### src/core/ext_mem_pkg.sv
// Constants, types and decode functions of the external memory port.
`default_nettype none
package ext_mem_pkg;

    localparam logic [15:0] EXT_BASE_ADDR  = 16'h1100;
    localparam int          SECTOR_MSB     = 15;
    localparam int          SECTOR_LSB     = 13;
    localparam logic [2:0]  SECTOR_NONE    = 3'h0;
    localparam int          HIGH_BITS      = 8;
    localparam logic [3:0]  HIGH_FULL      = 4'h8;
    localparam logic [3:0]  HIGH_ZERO      = 4'h0;
    localparam logic [2:0]  HIGH_MASK_ALL  = 3'h7;
    localparam logic [2:0]  HIGH_MASK_NONE = 3'h0;
    localparam logic [1:0]  WAIT_NONE      = 2'h0;
    localparam logic [1:0]  WAIT_ONE       = 2'h1;
    localparam logic [1:0]  WAIT_TWO       = 2'h2;
    localparam logic [1:0]  WAIT_TWO_GAP   = 2'h3;
    localparam int          CTL_ALE        = 0;
    localparam int          CTL_RD         = 1;
    localparam int          CTL_WR         = 2;

    typedef enum logic [5:0] {
        ST_IDLE   = 6'h01,
        ST_ADDR   = 6'h02,
        ST_LATCH  = 6'h04,
        ST_STROBE = 6'h08,
        ST_GAP    = 6'h10,
        ST_TRAIL  = 6'h20
    } seq_state_t;

    // Extra strobe cycles for a wait code.
    function automatic logic [1:0] extra_waits(input logic [1:0] code);
        case (code)
            WAIT_NONE: extra_waits = 2'h0;
            WAIT_ONE:  extra_waits = 2'h1;
            default:   extra_waits = 2'h2;
        endcase
    endfunction

    // Number of high address lines owned by the port.
    function automatic logic [3:0] high_bits_used(input logic [2:0] mask);
        if (mask == HIGH_MASK_ALL) begin
            high_bits_used = HIGH_ZERO;
        end else begin
            high_bits_used = HIGH_FULL - {1'b0, mask};
        end
    endfunction

endpackage
`default_nettype wire

### src/core/pin_drive_if.sv
// Pin drive request passed from the access sequencer to the pin stage.
`default_nettype none
interface pin_drive_if;
    logic       enable;
    logic       legacy;
    logic       keeper;
    logic [2:0] high_mask;
    logic [7:0] ad_val;
    logic       ad_drive;
    logic [7:0] ad_sync;
    logic [7:0] high_val;
    logic       ale_v;
    logic       rd_v_n;
    logic       wr_v_n;

    modport seq (output enable, legacy, keeper, high_mask, ad_val, ad_drive,
                 ad_sync, high_val, ale_v, rd_v_n, wr_v_n);
    modport mux (input enable, legacy, keeper, high_mask, ad_val, ad_drive,
                 ad_sync, high_val, ale_v, rd_v_n, wr_v_n);
endinterface
`default_nettype wire

### src/core/external_memory_port.sv
// Access sequencer of the external memory port with its pin stage.
`default_nettype none
module external_memory_port
    import ext_mem_pkg::*;
(
    input  wire logic        clk,
    input  wire logic        rst,
    input  wire logic        req,
    input  wire logic        req_write,
    input  wire logic [15:0] req_addr,
    input  wire logic [7:0]  req_wdata,
    input  wire logic        next_is_ram,
    output logic             ack,
    output logic      [7:0]  rdata,
    output logic             busy,
    output logic             int_access,
    input  wire logic        ext_mem_enable,
    input  wire logic        legacy_mode,
    input  wire logic        upper_wait_msb,
    input  wire logic        upper_wait_lsb,
    input  wire logic        lower_wait_msb,
    input  wire logic        lower_wait_lsb,
    input  wire logic [2:0]  sector_limit_field,
    input  wire logic [2:0]  high_addr_mask_field,
    input  wire logic        bus_keeper_enable,
    input  wire logic [7:0]  port_ad_out,
    input  wire logic [7:0]  port_ad_dir,
    input  wire logic [7:0]  port_high_out,
    input  wire logic [7:0]  port_high_dir,
    input  wire logic [2:0]  port_ctl_out,
    input  wire logic [2:0]  port_ctl_dir,
    input  wire logic [7:0]  ad_in,
    output logic      [7:0]  muxed_addr_data_bus,
    output logic      [7:0]  muxed_addr_data_oe_n,
    output logic             ad_keeper_on,
    output logic      [7:0]  high_address_bus,
    output logic      [7:0]  high_address_oe_n,
    output logic             ale,
    output logic             ale_oe_n,
    output logic             rd_n,
    output logic             rd_oe_n,
    output logic             wr_n,
    output logic             wr_oe_n
);

    pin_drive_if pd ();

    seq_state_t  state_ff;
    logic [1:0]  cnt_ff;
    logic [1:0]  code_ff;
    logic [15:0] addr_ff;
    logic [7:0]  wdata_ff;
    logic        write_ff;
    logic        ext_ff;
    logic        busy_ff;
    logic        ack_ff;
    logic [7:0]  rdata_ff;
    logic        int_ff;
    logic [2:0]  cap_dly_ff;
    logic [7:0]  ad_meta_ff;
    logic [7:0]  ad_sync_ff;
    logic        accept;
    logic        is_ext;
    logic        upper_sel;
    logic [1:0]  nxt_code;
    logic        strobe_end;
    logic [7:0]  ad_pins;
    logic [7:0]  ad_oe_pins;
    logic [7:0]  high_pins;
    logic [7:0]  high_oe_pins;
    logic [2:0]  ctl_pins;
    logic [2:0]  ctl_oe_pins;
    logic        keeper_pin;

    // Two-stage synchroniser on the muxed bus input.
    always_ff @(posedge clk or posedge rst) begin
        if (rst) begin
            ad_meta_ff <= 8'h00;
            ad_sync_ff <= 8'h00;
        end else begin
            ad_meta_ff <= ad_in;
            ad_sync_ff <= ad_meta_ff;
        end
    end

    assign accept = req && !busy_ff;
    assign is_ext = req_addr >= EXT_BASE_ADDR;

    // Legacy mode has one sector and only the low wait bit.
    assign upper_sel = legacy_mode || (sector_limit_field == SECTOR_NONE) ||
                       (req_addr[SECTOR_MSB:SECTOR_LSB] >=
                        sector_limit_field);

    always_comb begin
        if (legacy_mode) begin
            nxt_code = {1'b0, upper_wait_lsb};
        end else if (upper_sel) begin
            nxt_code = {upper_wait_msb, upper_wait_lsb};
        end else begin
            nxt_code = {lower_wait_msb, lower_wait_lsb};
        end
    end

    assign strobe_end = (state_ff == ST_STROBE) && (cnt_ff == 2'h0);

    always_ff @(posedge clk or posedge rst) begin
        if (rst) begin
            state_ff <= ST_IDLE;
            cnt_ff   <= 2'h0;
        end else begin
            case (state_ff)
                ST_IDLE: begin
                    if (accept && ext_mem_enable) begin
                        state_ff <= ST_ADDR;
                    end
                end
                ST_ADDR: begin
                    state_ff <= ST_LATCH;
                end
                ST_LATCH: begin
                    state_ff <= ST_STROBE;
                    cnt_ff   <= extra_waits(code_ff);
                end
                ST_STROBE: begin
                    if (cnt_ff != 2'h0) begin
                        cnt_ff <= cnt_ff - 2'h1;
                    end else if (code_ff == WAIT_TWO_GAP) begin
                        state_ff <= ST_GAP;
                    end else begin
                        state_ff <= ST_TRAIL;
                    end
                end
                ST_GAP: begin
                    state_ff <= ST_TRAIL;
                end
                ST_TRAIL: begin
                    state_ff <= ST_IDLE;
                end
                default: begin
                    state_ff <= ST_IDLE;
                end
            endcase
        end
    end

    // Request capture: address, data, direction, target and wait code.
    always_ff @(posedge clk or posedge rst) begin
        if (rst) begin
            addr_ff  <= 16'h0000;
            wdata_ff <= 8'h00;
            write_ff <= 1'b0;
            ext_ff   <= 1'b0;
            code_ff  <= WAIT_NONE;
        end else if (accept) begin
            addr_ff  <= req_addr;
            wdata_ff <= req_wdata;
            write_ff <= req_write;
            ext_ff   <= is_ext;
            code_ff  <= nxt_code;
        end
    end

    // The pin level of the last strobe cycle leaves the synchroniser three
    // edges after the sequencer's last strobe state: pin stage plus two flops.
    always_ff @(posedge clk or posedge rst) begin
        if (rst) begin
            cap_dly_ff <= 3'h0;
        end else begin
            cap_dly_ff <= {cap_dly_ff[1:0], strobe_end};
        end
    end

    always_ff @(posedge clk or posedge rst) begin
        if (rst) begin
            busy_ff  <= 1'b0;
            ack_ff   <= 1'b0;
            rdata_ff <= 8'h00;
        end else begin
            ack_ff <= cap_dly_ff[2] || (accept && !ext_mem_enable);
            if (cap_dly_ff[2]) begin
                busy_ff  <= 1'b0;
                rdata_ff <= (ext_ff && !write_ff) ? ad_sync_ff
                                                  : 8'h00;
            end else if (accept && !ext_mem_enable) begin
                // Addresses above SRAM read zero when disabled.
                busy_ff  <= 1'b1;
                rdata_ff <= 8'h00;
            end else if (accept) begin
                busy_ff <= 1'b1;
            end else if (ack_ff) begin
                busy_ff <= 1'b0;
            end
        end
    end

    always_ff @(posedge clk or posedge rst) begin
        if (rst) begin
            int_ff <= 1'b0;
        end else if (accept) begin
            int_ff <= !is_ext;
        end else if (ack_ff) begin
            int_ff <= 1'b0;
        end
    end

    assign pd.enable    = ext_mem_enable;
    assign pd.legacy    = legacy_mode;
    assign pd.keeper    = bus_keeper_enable && !legacy_mode;
    assign pd.high_mask = legacy_mode ? HIGH_MASK_NONE
                                      : high_addr_mask_field;
    assign pd.ad_sync   = ad_sync_ff;
    assign pd.high_val  = addr_ff[15:8];
    // Address stays on the bus through the latch fall.
    assign pd.ad_val    = ((state_ff == ST_ADDR) || (state_ff == ST_LATCH))
                          ? addr_ff[7:0] : wdata_ff;
    assign pd.ad_drive  = (state_ff == ST_ADDR) || (state_ff == ST_LATCH) ||
                          (write_ff && ((state_ff == ST_STROBE) ||
                                        (state_ff == ST_GAP)));
    assign pd.ale_v     = (state_ff == ST_ADDR) ||
                          ((state_ff == ST_TRAIL) && next_is_ram);
    // Strobes stay high for internal accesses.
    assign pd.rd_v_n    = !((state_ff == ST_STROBE) && ext_ff &&
                            !write_ff);
    assign pd.wr_v_n    = !((state_ff == ST_STROBE) && ext_ff &&
                            write_ff);

    pin_stage u_pins (
        .clk           (clk),
        .rst           (rst),
        .pd            (pd),
        .port_ad_out   (port_ad_out),
        .port_ad_dir   (port_ad_dir),
        .port_high_out (port_high_out),
        .port_high_dir (port_high_dir),
        .port_ctl_out  (port_ctl_out),
        .port_ctl_dir  (port_ctl_dir),
        .ad_out_ff     (ad_pins),
        .ad_oe_n_ff    (ad_oe_pins),
        .keeper_on_ff  (keeper_pin),
        .high_out_ff   (high_pins),
        .high_oe_n_ff  (high_oe_pins),
        .ctl_out_ff    (ctl_pins),
        .ctl_oe_n_ff   (ctl_oe_pins)
    );

    assign ack                  = ack_ff;
    assign rdata                = rdata_ff;
    assign busy                 = busy_ff;
    assign int_access           = int_ff;
    assign muxed_addr_data_bus  = ad_pins;
    assign muxed_addr_data_oe_n = ad_oe_pins;
    assign ad_keeper_on         = keeper_pin;
    assign high_address_bus     = high_pins;
    assign high_address_oe_n    = high_oe_pins;
    assign ale                  = ctl_pins[CTL_ALE];
    assign ale_oe_n             = ctl_oe_pins[CTL_ALE];
    assign rd_n                 = ctl_pins[CTL_RD];
    assign rd_oe_n              = ctl_oe_pins[CTL_RD];
    assign wr_n                 = ctl_pins[CTL_WR];
    assign wr_oe_n              = ctl_oe_pins[CTL_WR];

endmodule
`default_nettype wire

### src/core/pin_stage.sv
// Registered pin stage: port override, high address release and bus keeper.
`default_nettype none
module pin_stage
    import ext_mem_pkg::*;
(
    input  wire logic       clk,
    input  wire logic       rst,
    pin_drive_if.mux        pd,
    input  wire logic [7:0] port_ad_out,
    input  wire logic [7:0] port_ad_dir,
    input  wire logic [7:0] port_high_out,
    input  wire logic [7:0] port_high_dir,
    input  wire logic [2:0] port_ctl_out,
    input  wire logic [2:0] port_ctl_dir,
    output logic      [7:0] ad_out_ff,
    output logic      [7:0] ad_oe_n_ff,
    output logic            keeper_on_ff,
    output logic      [7:0] high_out_ff,
    output logic      [7:0] high_oe_n_ff,
    output logic      [2:0] ctl_out_ff,
    output logic      [2:0] ctl_oe_n_ff
);

    logic [3:0] used_bits;

    assign used_bits = high_bits_used(pd.high_mask);

    genvar i;
    generate
        for (i = 0; i < HIGH_BITS; i++) begin : g_bit
            logic ad_drv;
            logic ad_v;
            logic hi_mem;

            // Memory function wins over the direction bits when enabled.
            assign ad_drv = pd.enable ? pd.ad_drive : port_ad_dir[i];
            // A released line shows its last seen level for the keeper.
            assign ad_v   = !ad_drv ? pd.ad_sync[i] :
                            (pd.enable ? pd.ad_val[i] : port_ad_out[i]);
            assign hi_mem = pd.enable && (i < used_bits);

            always_ff @(posedge clk or posedge rst) begin
                if (rst) begin
                    ad_out_ff[i]    <= 1'b0;
                    ad_oe_n_ff[i]   <= 1'b1;
                    high_out_ff[i]  <= 1'b0;
                    high_oe_n_ff[i] <= 1'b1;
                end else begin
                    ad_out_ff[i]    <= ad_v;
                    ad_oe_n_ff[i]   <= ~ad_drv;
                    high_out_ff[i]  <= hi_mem ? pd.high_val[i]
                                              : port_high_out[i];
                    high_oe_n_ff[i] <= hi_mem ? 1'b0 : ~port_high_dir[i];
                end
            end
        end
    endgenerate

    always_ff @(posedge clk or posedge rst) begin
        if (rst) begin
            keeper_on_ff <= 1'b0;
        end else begin
            // Keeper is not gated by the enable bit.
            keeper_on_ff <= pd.keeper;
        end
    end

    always_ff @(posedge clk or posedge rst) begin
        if (rst) begin
            ctl_out_ff  <= 3'h6;
            ctl_oe_n_ff <= 3'h7;
        end else if (pd.enable) begin
            ctl_out_ff  <= {pd.wr_v_n, pd.rd_v_n, pd.ale_v};
            ctl_oe_n_ff <= 3'h0;
        end else begin
            ctl_out_ff  <= port_ctl_out;
            ctl_oe_n_ff <= pd.legacy ? 3'h0 : ~port_ctl_dir;
        end
    end

endmodule
`default_nettype wire

### config.mk
export PLATFORM = sky130hd
export DESIGN_NAME = external_memory_port
export DESIGN_NICKNAME = d
export VERILOG_FILES = /design/src/core/ext_mem_pkg.sv /design/src/core/pin_drive_if.sv /design/src/core/external_memory_port.sv /design/src/core/pin_stage.sv
export SDC_FILE = /design/constraint.sdc
export NUM_CORES = 1
export LEC_CHECK = 0
export BUFFER_PORTS_ARGS = -buffer_cell sky130_fd_sc_hd__buf_2
export CORE_MARGIN = 5
export CORE_UTILIZATION = 51
export DETAILED_ROUTE_END_ITERATION = 8
export GPL_TIMING_DRIVEN = 1
export PLACE_DENSITY = 0.8
export SLEW_MARGIN = 20
export SYNTH_ARGS = -nofsm -noshare
export SYNTH_HDL_FRONTEND = slang
export SYNTH_HIERARCHICAL = 1
export SYNTH_SLANG_ARGS = --single-unit
### constraint.sdc
create_clock -name clk -period 2 [get_ports clk]
set_input_delay 0 -clock clk [delete_from_list [all_inputs] [get_ports clk]]
set_output_delay 0 -clock clk [all_outputs]
set_load 0.01 [all_outputs]
==> results_dict.tcl, run 1 <==
set metrics [dict create \
    status "completed" \
    p_int_w 0.003714 \
    finalHoldViolations 0 \
    slew_viol_final 0 \
    cts.sinks 105 \
    via_per_inst 5.219 \
    grt_pass1_vias 4062 \
    setup_viol 0 \
    initial_core_util 0.5258 \
    synth_mux_area_frac 0.07732 \
    clock_latency_ns 0.37 \
    synth_fp_nets 477 \
    final_cell_mix "137 x buf_2, 90 x nand2_1, 83 x dfrtp_1" \
    core_area_mm2 0.008217 \
    antenna_cells 0 \
    synth-seq-cells 105 \
    syn_avg_cell_area_um2 11.31 \
    syn_to_final_growth_pct 42.48 \
    synth_compound_area_frac 0.08717 \
    cp.required_ns 2.25 \
    wl_per_cell_um 16.81 \
    power_frac_seq 0.513 \
    cts_tree "yes" \
    endpoint_kind "flop" \
    ys.flop_type "dfrtp_1" \
    final_common_cell "buf_2" \
    synthSimpleGateAreaFrac 0.1668 \
    synth_cell_types 49 \
    synth-xor-area-share 0.004054 \
    die_y_um 102.0 \
    fp.dieW_um 102.0 \
    path_buf_inv 1 \
    postCtsSetupBuffers 0 \
    dr.first_iter.drc_count 199 \
    worst_pin_slew_ns 0.7796 \
    synth_top_family_by_area "simple AND/OR/NAND/NOR gates" \
    p_per_area_mw_per_mm2 886.7 \
    crit_family "multiplexers" \
    path_clk_slew_ns 0.11 \
    cpMaxStageDelayCell "dfrtp_1" \
    cap_violations 0 \
    synth_edf_count 0 \
    worstSetupPathType "flop to flop" \
    dieArea_mm2 0.01041 \
    wirelength_um 12050 \
    num-nets-final 702 \
    overflow 0 \
    grt_pass1_wl_um 19040 \
    clockPowerShare 0.229 \
    synthArstFlopShare 1.000 \
    numCtsBuffers 9 \
    ir_drop_uv 693.2 \
    place_congestion 0.9017 \
    synth_seq_area_share 0.6145 \
    numPortBuffers 137 \
    synth_cells 382 \
    hpwlAfterDp_um 7991 \
    synthAdderAreaFrac 0.02027 \
    grt_max_degree 33 \
    p_sw_w 0.001744 \
    rsz0062_at_grt "false" \
    syn_area_mm2 0.004320 \
    final_antenna_net_count 0 \
    max_slew_margin 0.4797 \
    whs_ns 0.01416 \
    post-route-period-util 0.9470 \
    p_leak_nw 3.099 \
    io_pins 138 \
    yosysWarnings 6 \
    drive_gt1_frac 0.3562 \
    track_usage 0.2376 \
    crit_fanout 8 \
    vias 3742 \
    htree_levels 3 \
    pwr-share-comb 0.258 \
    clockRootBuffer "clkbuf_8" \
    cp_slowest_stage_delay_ns 0.44 \
    hp-class "primary input to flop" \
    row_count 33 \
    worstPathArrival_ns 2.14 \
    dp_slack_ns -0.02934 \
    finClkSkew_ns 0.01731 \
    crit_path_start_kind "flop" \
    n_fill_cell 529 \
    antenna_found_initial 0 \
    switching_share 0.3196 \
    fmax_mhz 528.0 \
    firstDrtPassIters 5 \
    cts_buffer_depth 2 \
    finalWorstSetupSlack_ns 0.1061 \
    drc_errors 0 \
    layout_min_cycle_time_ns 1.894 \
    worstPathCellList "buf_4 > xor2_1 > nand3_2 > mux2_2 > mux2i_1 > o21ai_0" \
]
==> stage by stage <==
step / util / TNS (ns) / cells / cell area [um2] / power [W]
final: 0.7492 / 0 / 717 / 6156 / 0.005458
after global routing: 0.7492 / 0 / 717 / 6156 / 0.005777
after CTS: 0.7489 / 0 / 717 / 6153 / 0.005451
after detailed placement: 0.6297 / -0.06164 / 622 / 5174 / 0.004093
after global placement: 0.6297 / 0 / 622 / 5174 / 0.004029
after floorplan: - / 0 / 382 / 4320 / 0.003607
==> power by group through the flow <==
stage | Clock, W | Combinational (W) | Sequential, W
global placement | 0 | 0.00121 | 0.00282
detailed placement | 0 | 0.00127 | 0.00283
floorplan | 0 | 0.000804 | 0.00280
global route | 0.00137 | 0.00156 | 0.00285
CTS | 0.00127 | 0.00139 | 0.00279
finish | 0.00125 | 0.00141 | 0.00280
==> metal layers <==
metal	track usage	up-vias	share of wire
li1	-	1728	-
met5	0	-	0
met1	0.2820	1794	0.39
met4	0.1049	0	0.035
met2	0.4273	177	0.51
met3	0.03481	43	0.065
==> worst min-delay path, stage by stage <==
cell and delay (ns):
buf_2 0.08, mux2i_1 0.09, o21ai_0 0.17
==> sequential cells by signal (all words and copies together), names as in the netlist, 2 cells and up <==
signal               flops
u_pins/ad_oe_n_ff        8
addr_ff                 16
rdata                    8
cap_dly_ff               3
code_ff                  2
u_pins/ctl_out_ff        3
state_ff                 6
u_pins/high_out_ff       8
u_pins/high_oe_n_ff      8
cnt_ff                   2
u_pins/ctl_oe_n_ff       3
u_pins/ad_out_ff         8
ad_meta_ff               8
ad_sync_ff               8
wdata_ff                 8
==> kinds of logic after synthesis <==
family,Yosys count
mux,31
xor+xnor,2
buf+inv,29
compound gates,55
simple gates,153
fa+ha+maj,7
flops,105
==> cells in the mapped netlist (2+ instances only) <==
master | number | area (um2)
nor2_1 | 14 | 52.55
nor2b_1 | 15 | 93.84
mux2_2 | 19 | 214.0
buf_2 | 7 | 35.03
o21ai_0 | 14 | 70.07
nand4b_1 | 2 | 17.52
nand3_1 | 2 | 10.01
a22oi_1 | 2 | 15.01
inv_1 | 14 | 52.55
dfrtp_1 | 83 | 2077
o21a_1 | 2 | 15.01
nand3b_1 | 5 | 37.54
nor3_1 | 6 | 30.03
clkbuf_1 | 5 | 18.77
a31oi_1 | 2 | 12.51
a22o_1 | 8 | 70.07
ha_1 | 7 | 87.58
mux2i_1 | 12 | 120.1
and2_1 | 4 | 25.02
a21oi_1 | 17 | 85.08
dfstp_2 | 22 | 578.1
nor3b_1 | 2 | 15.01
nand2b_1 | 3 | 18.77
nand2_1 | 90 | 337.8
==> timing repair <==
action                     in CTS  in global routing
hold buffers                   79                  0
setup endpoints to repair       6                  5
resized for setup               1                  1
hold endpoints to repair      110                  0
==> final timing paths <==
kind	startpoint	to	slack, ns	depth (start not counted)
min in group asynchronous	rst	addr_ff[14]$_DFFE_PP0N_	0.32	3
max reg2reg	state_ff[2]$_DFFE_PP0P_	u_pins/ad_out_ff[0]$_DFF_PP0_	0.11	6
min reg2reg	cap_dly_ff[1]$_DFF_PP0_	cap_dly_ff[2]$_DFF_PP0_	0.36	0
max in group asynchronous	rst	u_pins/ctl_out_ff[1]$_DFF_PP1_	0.98	4
max	state_ff[2]$_DFFE_PP0P_	u_pins/ad_out_ff[0]$_DFF_PP0_	0.11	6
min	port_ad_out[1]	u_pins/ad_out_ff[1]$_DFF_PP0_	0.01	3
==> area by class of cell <==
cell class | instances | area, um2 | share of cell area
clock buffers | 10 | 127.6 | 0.02073
clock inverters | 6 | 60.06 | 0.009756
inverters | 14 | 52.55 | 0.008537
multi-input cells | 248 | 1543 | 0.2506
flip-flops and latches | 105 | 2655 | 0.4313
well taps | 105 | 131.4 | 0.02134
repair buffers | 229 | 1587 | 0.2577
No activity file was read; power rests on OpenSTA's default activity.
==> run 2, diff against run 1 <==
--- a/config.mk
+++ b/config.mk
@@ -5,12 +5,14 @@
 export SDC_FILE = /design/constraint.sdc
 export NUM_CORES = 1
 export LEC_CHECK = 0
+export ABC_AREA = 0
 export BUFFER_PORTS_ARGS = -buffer_cell sky130_fd_sc_hd__buf_2
 export CORE_MARGIN = 5
 export CORE_UTILIZATION = 51
 export DETAILED_ROUTE_END_ITERATION = 8
 export GPL_TIMING_DRIVEN = 1
 export PLACE_DENSITY = 0.8
+export RECOVER_POWER = 50
 export SLEW_MARGIN = 20
 export SYNTH_ARGS = -nofsm -noshare
 export SYNTH_HDL_FRONTEND = slang
==> run 2 against run 1 <==
- largest cell class unchanged
- largest power group unchanged
- sequential share of layout area rose by 0.49 points
- routed wire length rose by 0.66%
- clock skew fell by 0.00097 ns
- critical path depth rose by 1
==> results_dict.tcl, run 2 (synthesis results as in run 1) <==
set metrics [dict create \
    fin_total_pwr_w 0.005446 \
    drc_errors 0 \
    worstPathCellList "nor3_4 > nand2_1 > a221oi_1 > and2_2 > a21oi_1 > nand2_1 > o21ai_0" \
    reg2regPathDepth 7 \
    hpwlAfterDp_um 7991 \
    regMostFlops "addr_ff" \
    vias 3727 \
    initial_core_util 0.5258 \
    crit_fanout 8 \
    worstReg2RegEnd "u_pins/ad_out_ff[5]$_DFF_PP0_" \
    slew_viol_final 0 \
    row_count 33 \
    syn_to_final_growth_pct 40.89 \
    dr.first_iter.drc_count 194 \
    place_area_mm2 0.005174 \
    wirelength_um 12130 \
    antenna_cells 0 \
    dp_slack_ns -0.02934 \
    htree_levels 3 \
    r2r_start "state_ff[3]$_DFFE_PP0P_" \
    dieArea_mm2 0.01041 \
    grt_max_degree 33 \
    finalHoldViolations 0 \
    fmax_mhz 526.8 \
    overflow 0 \
    numCtsBuffers 9 \
    cpMaxStageDelayCell "dfrtp_1" \
    io_pins 138 \
    final_common_cell "buf_2" \
    rsz0062_at_grt "false" \
    p_leak_nw 2.958 \
    finalWorstSetupSlack_ns 0.1017 \
    antenna_found_initial 0 \
    firstDrtPassIters 5 \
    grt_pass1_vias 4062 \
    max_slew_margin 0.1792 \
    setup_viol 0 \
    num-nets-final 702 \
    largest_register_ffs 16 \
    cts_tree "yes" \
    crit_path_start_kind "flop" \
    final_antenna_net_count 0 \
    track_usage 0.2376 \
    hp-class "primary input to flop" \
    ir_drop_uv 695.9 \
    drive_gt1_frac 0.2794 \
    endpoint_kind "flop" \
    worstSetupPathType "flop to flop" \
    clock_latency_ns 0.37 \
    finClkSkew_ns 0.01634 \
    p_per_area_mw_per_mm2 894.7 \
    cp.required_ns 2.24 \
    critPathMostFrequentCell "nand2_1" \
    worstPathArrival_ns 2.14 \
    cp_slowest_stage_delay_ns 0.49 \
    design_area_mm2 0.006087 \
    wl_per_cell_um 16.92 \
    status "completed" \
    numPortBuffers 137 \
    cts_buffer_depth 2 \
    final_cell_mix "93 x buf_2, 90 x nand2_1, 83 x dfrtp_1" \
    crit_start "state_ff[3]$_DFFE_PP0P_" \
    endpoint "u_pins/ad_out_ff[5]$_DFF_PP0_" \
    core_area_mm2 0.008217 \
    r2r_setup_slack_ns 0.10 \
    clockRootBuffer "clkbuf_8" \
    fp.dieW_um 102.0 \
    grt_pass1_wl_um 19040 \
    place_congestion 0.9017 \
    cap_violations 0 \
    layout_min_cycle_time_ns 1.898 \
    worst_pin_slew_ns 1.230 \
    path_clk_slew_ns 0.11 \
    cts.sinks 105 \
    post-route-period-util 0.9491 \
    via_per_inst 5.198 \
    die_y_um 102.0 \
]
==> run 2: changes by cell type in the layout (fill, tap and decap cells not counted) <==
cell | before | now
inv_1 | 13 | 14
clkbuf_1 | 1 | 46
buf_2 | 137 | 93
inv_2 | 1 | 0
dlymetal6s2s_1 | 0 | 1
clkbuf_2 | 0 | 1
buf_12 | 1 | 0
buf_4 | 12 | 10
==> run 2: final cells by class <==
type	count	area, um2
Clock buffer	10	127.6
Clock inverter	6	60.06
Fill cell	562	2130
Inverter	14	52.55
Multi-Input combinational cell	248	1543
Sequential cell	105	2655
Tap cell	105	131.4
Timing Repair Buffer	229	1518
==> run 2: layer usage <==
layer | wire (um) | track usage
met1 | 4790 | 0.2820
met2 | 6174 | 0.4273
met3 | 761 | 0.03481
met4 | 406 | 0.1049
met5 | 0 | 0
==> run 2: worst max-delay path, delay by kind of cell, from the launching register on <==
family             cells  cell delay, ns
and+or+nand+nor        4            0.76
AOI/OAI and AO/OA      3            0.53
DFF                    1            0.49
==> run 2: stage by stage <==
step | hold WS (ns) | utilization | setup TNS [ns] | cells
2_1_floorplan | 0.03140 | - | 0 | 382
3_3_place_gp | 0.1072 | 0.6297 | 0 | 622
3_5_place_dp | 0.1097 | 0.6297 | -0.06164 | 622
4_1_cts | 0.01372 | 0.7489 | 0 | 717
5_1_grt | 0.01275 | 0.7408 | 0 | 717
6_report | 0.01787 | 0.7408 | 0 | 717
==> run 2: power breakdown <==
part | switching, W | internal (W)
registers | 0.000251 | 0.00256
logic | 0.000735 | 0.000641
clock network | 0.000778 | 0.000485
==> run 2: how the worst min path moves through the flow <==
stage,startpoint,to,slack [ns],cells past startpoint
4_1_cts,port_ad_out[1],u_pins/ad_out_ff[1]$_DFF_PP0_,0.01,3
3_5_place_dp,ad_in[0],ad_meta_ff[0]$_DFF_PP0_,0.11,1
5_1_grt,port_ad_out[0],u_pins/ad_out_ff[0]$_DFF_PP0_,0.01,3
2_1_floorplan,port_ctl_dir[0],u_pins/ctl_oe_n_ff[0]$_DFF_PP1_,0.03,1
6_report,port_ad_out[1],u_pins/ad_out_ff[1]$_DFF_PP0_,0.02,3
3_3_place_gp,ad_in[3],ad_meta_ff[3]$_DFF_PP0_,0.11,1
==> run 2: what timing repair did <==
action | in CTS | in global routing
gates resized for setup | 1 | 1
hold buffers | 79 | 0
setup endpoints to repair | 6 | 5
hold endpoints to repair | 110 | 0
buffers inserted | 0 | 0
cloned | 0 | 0
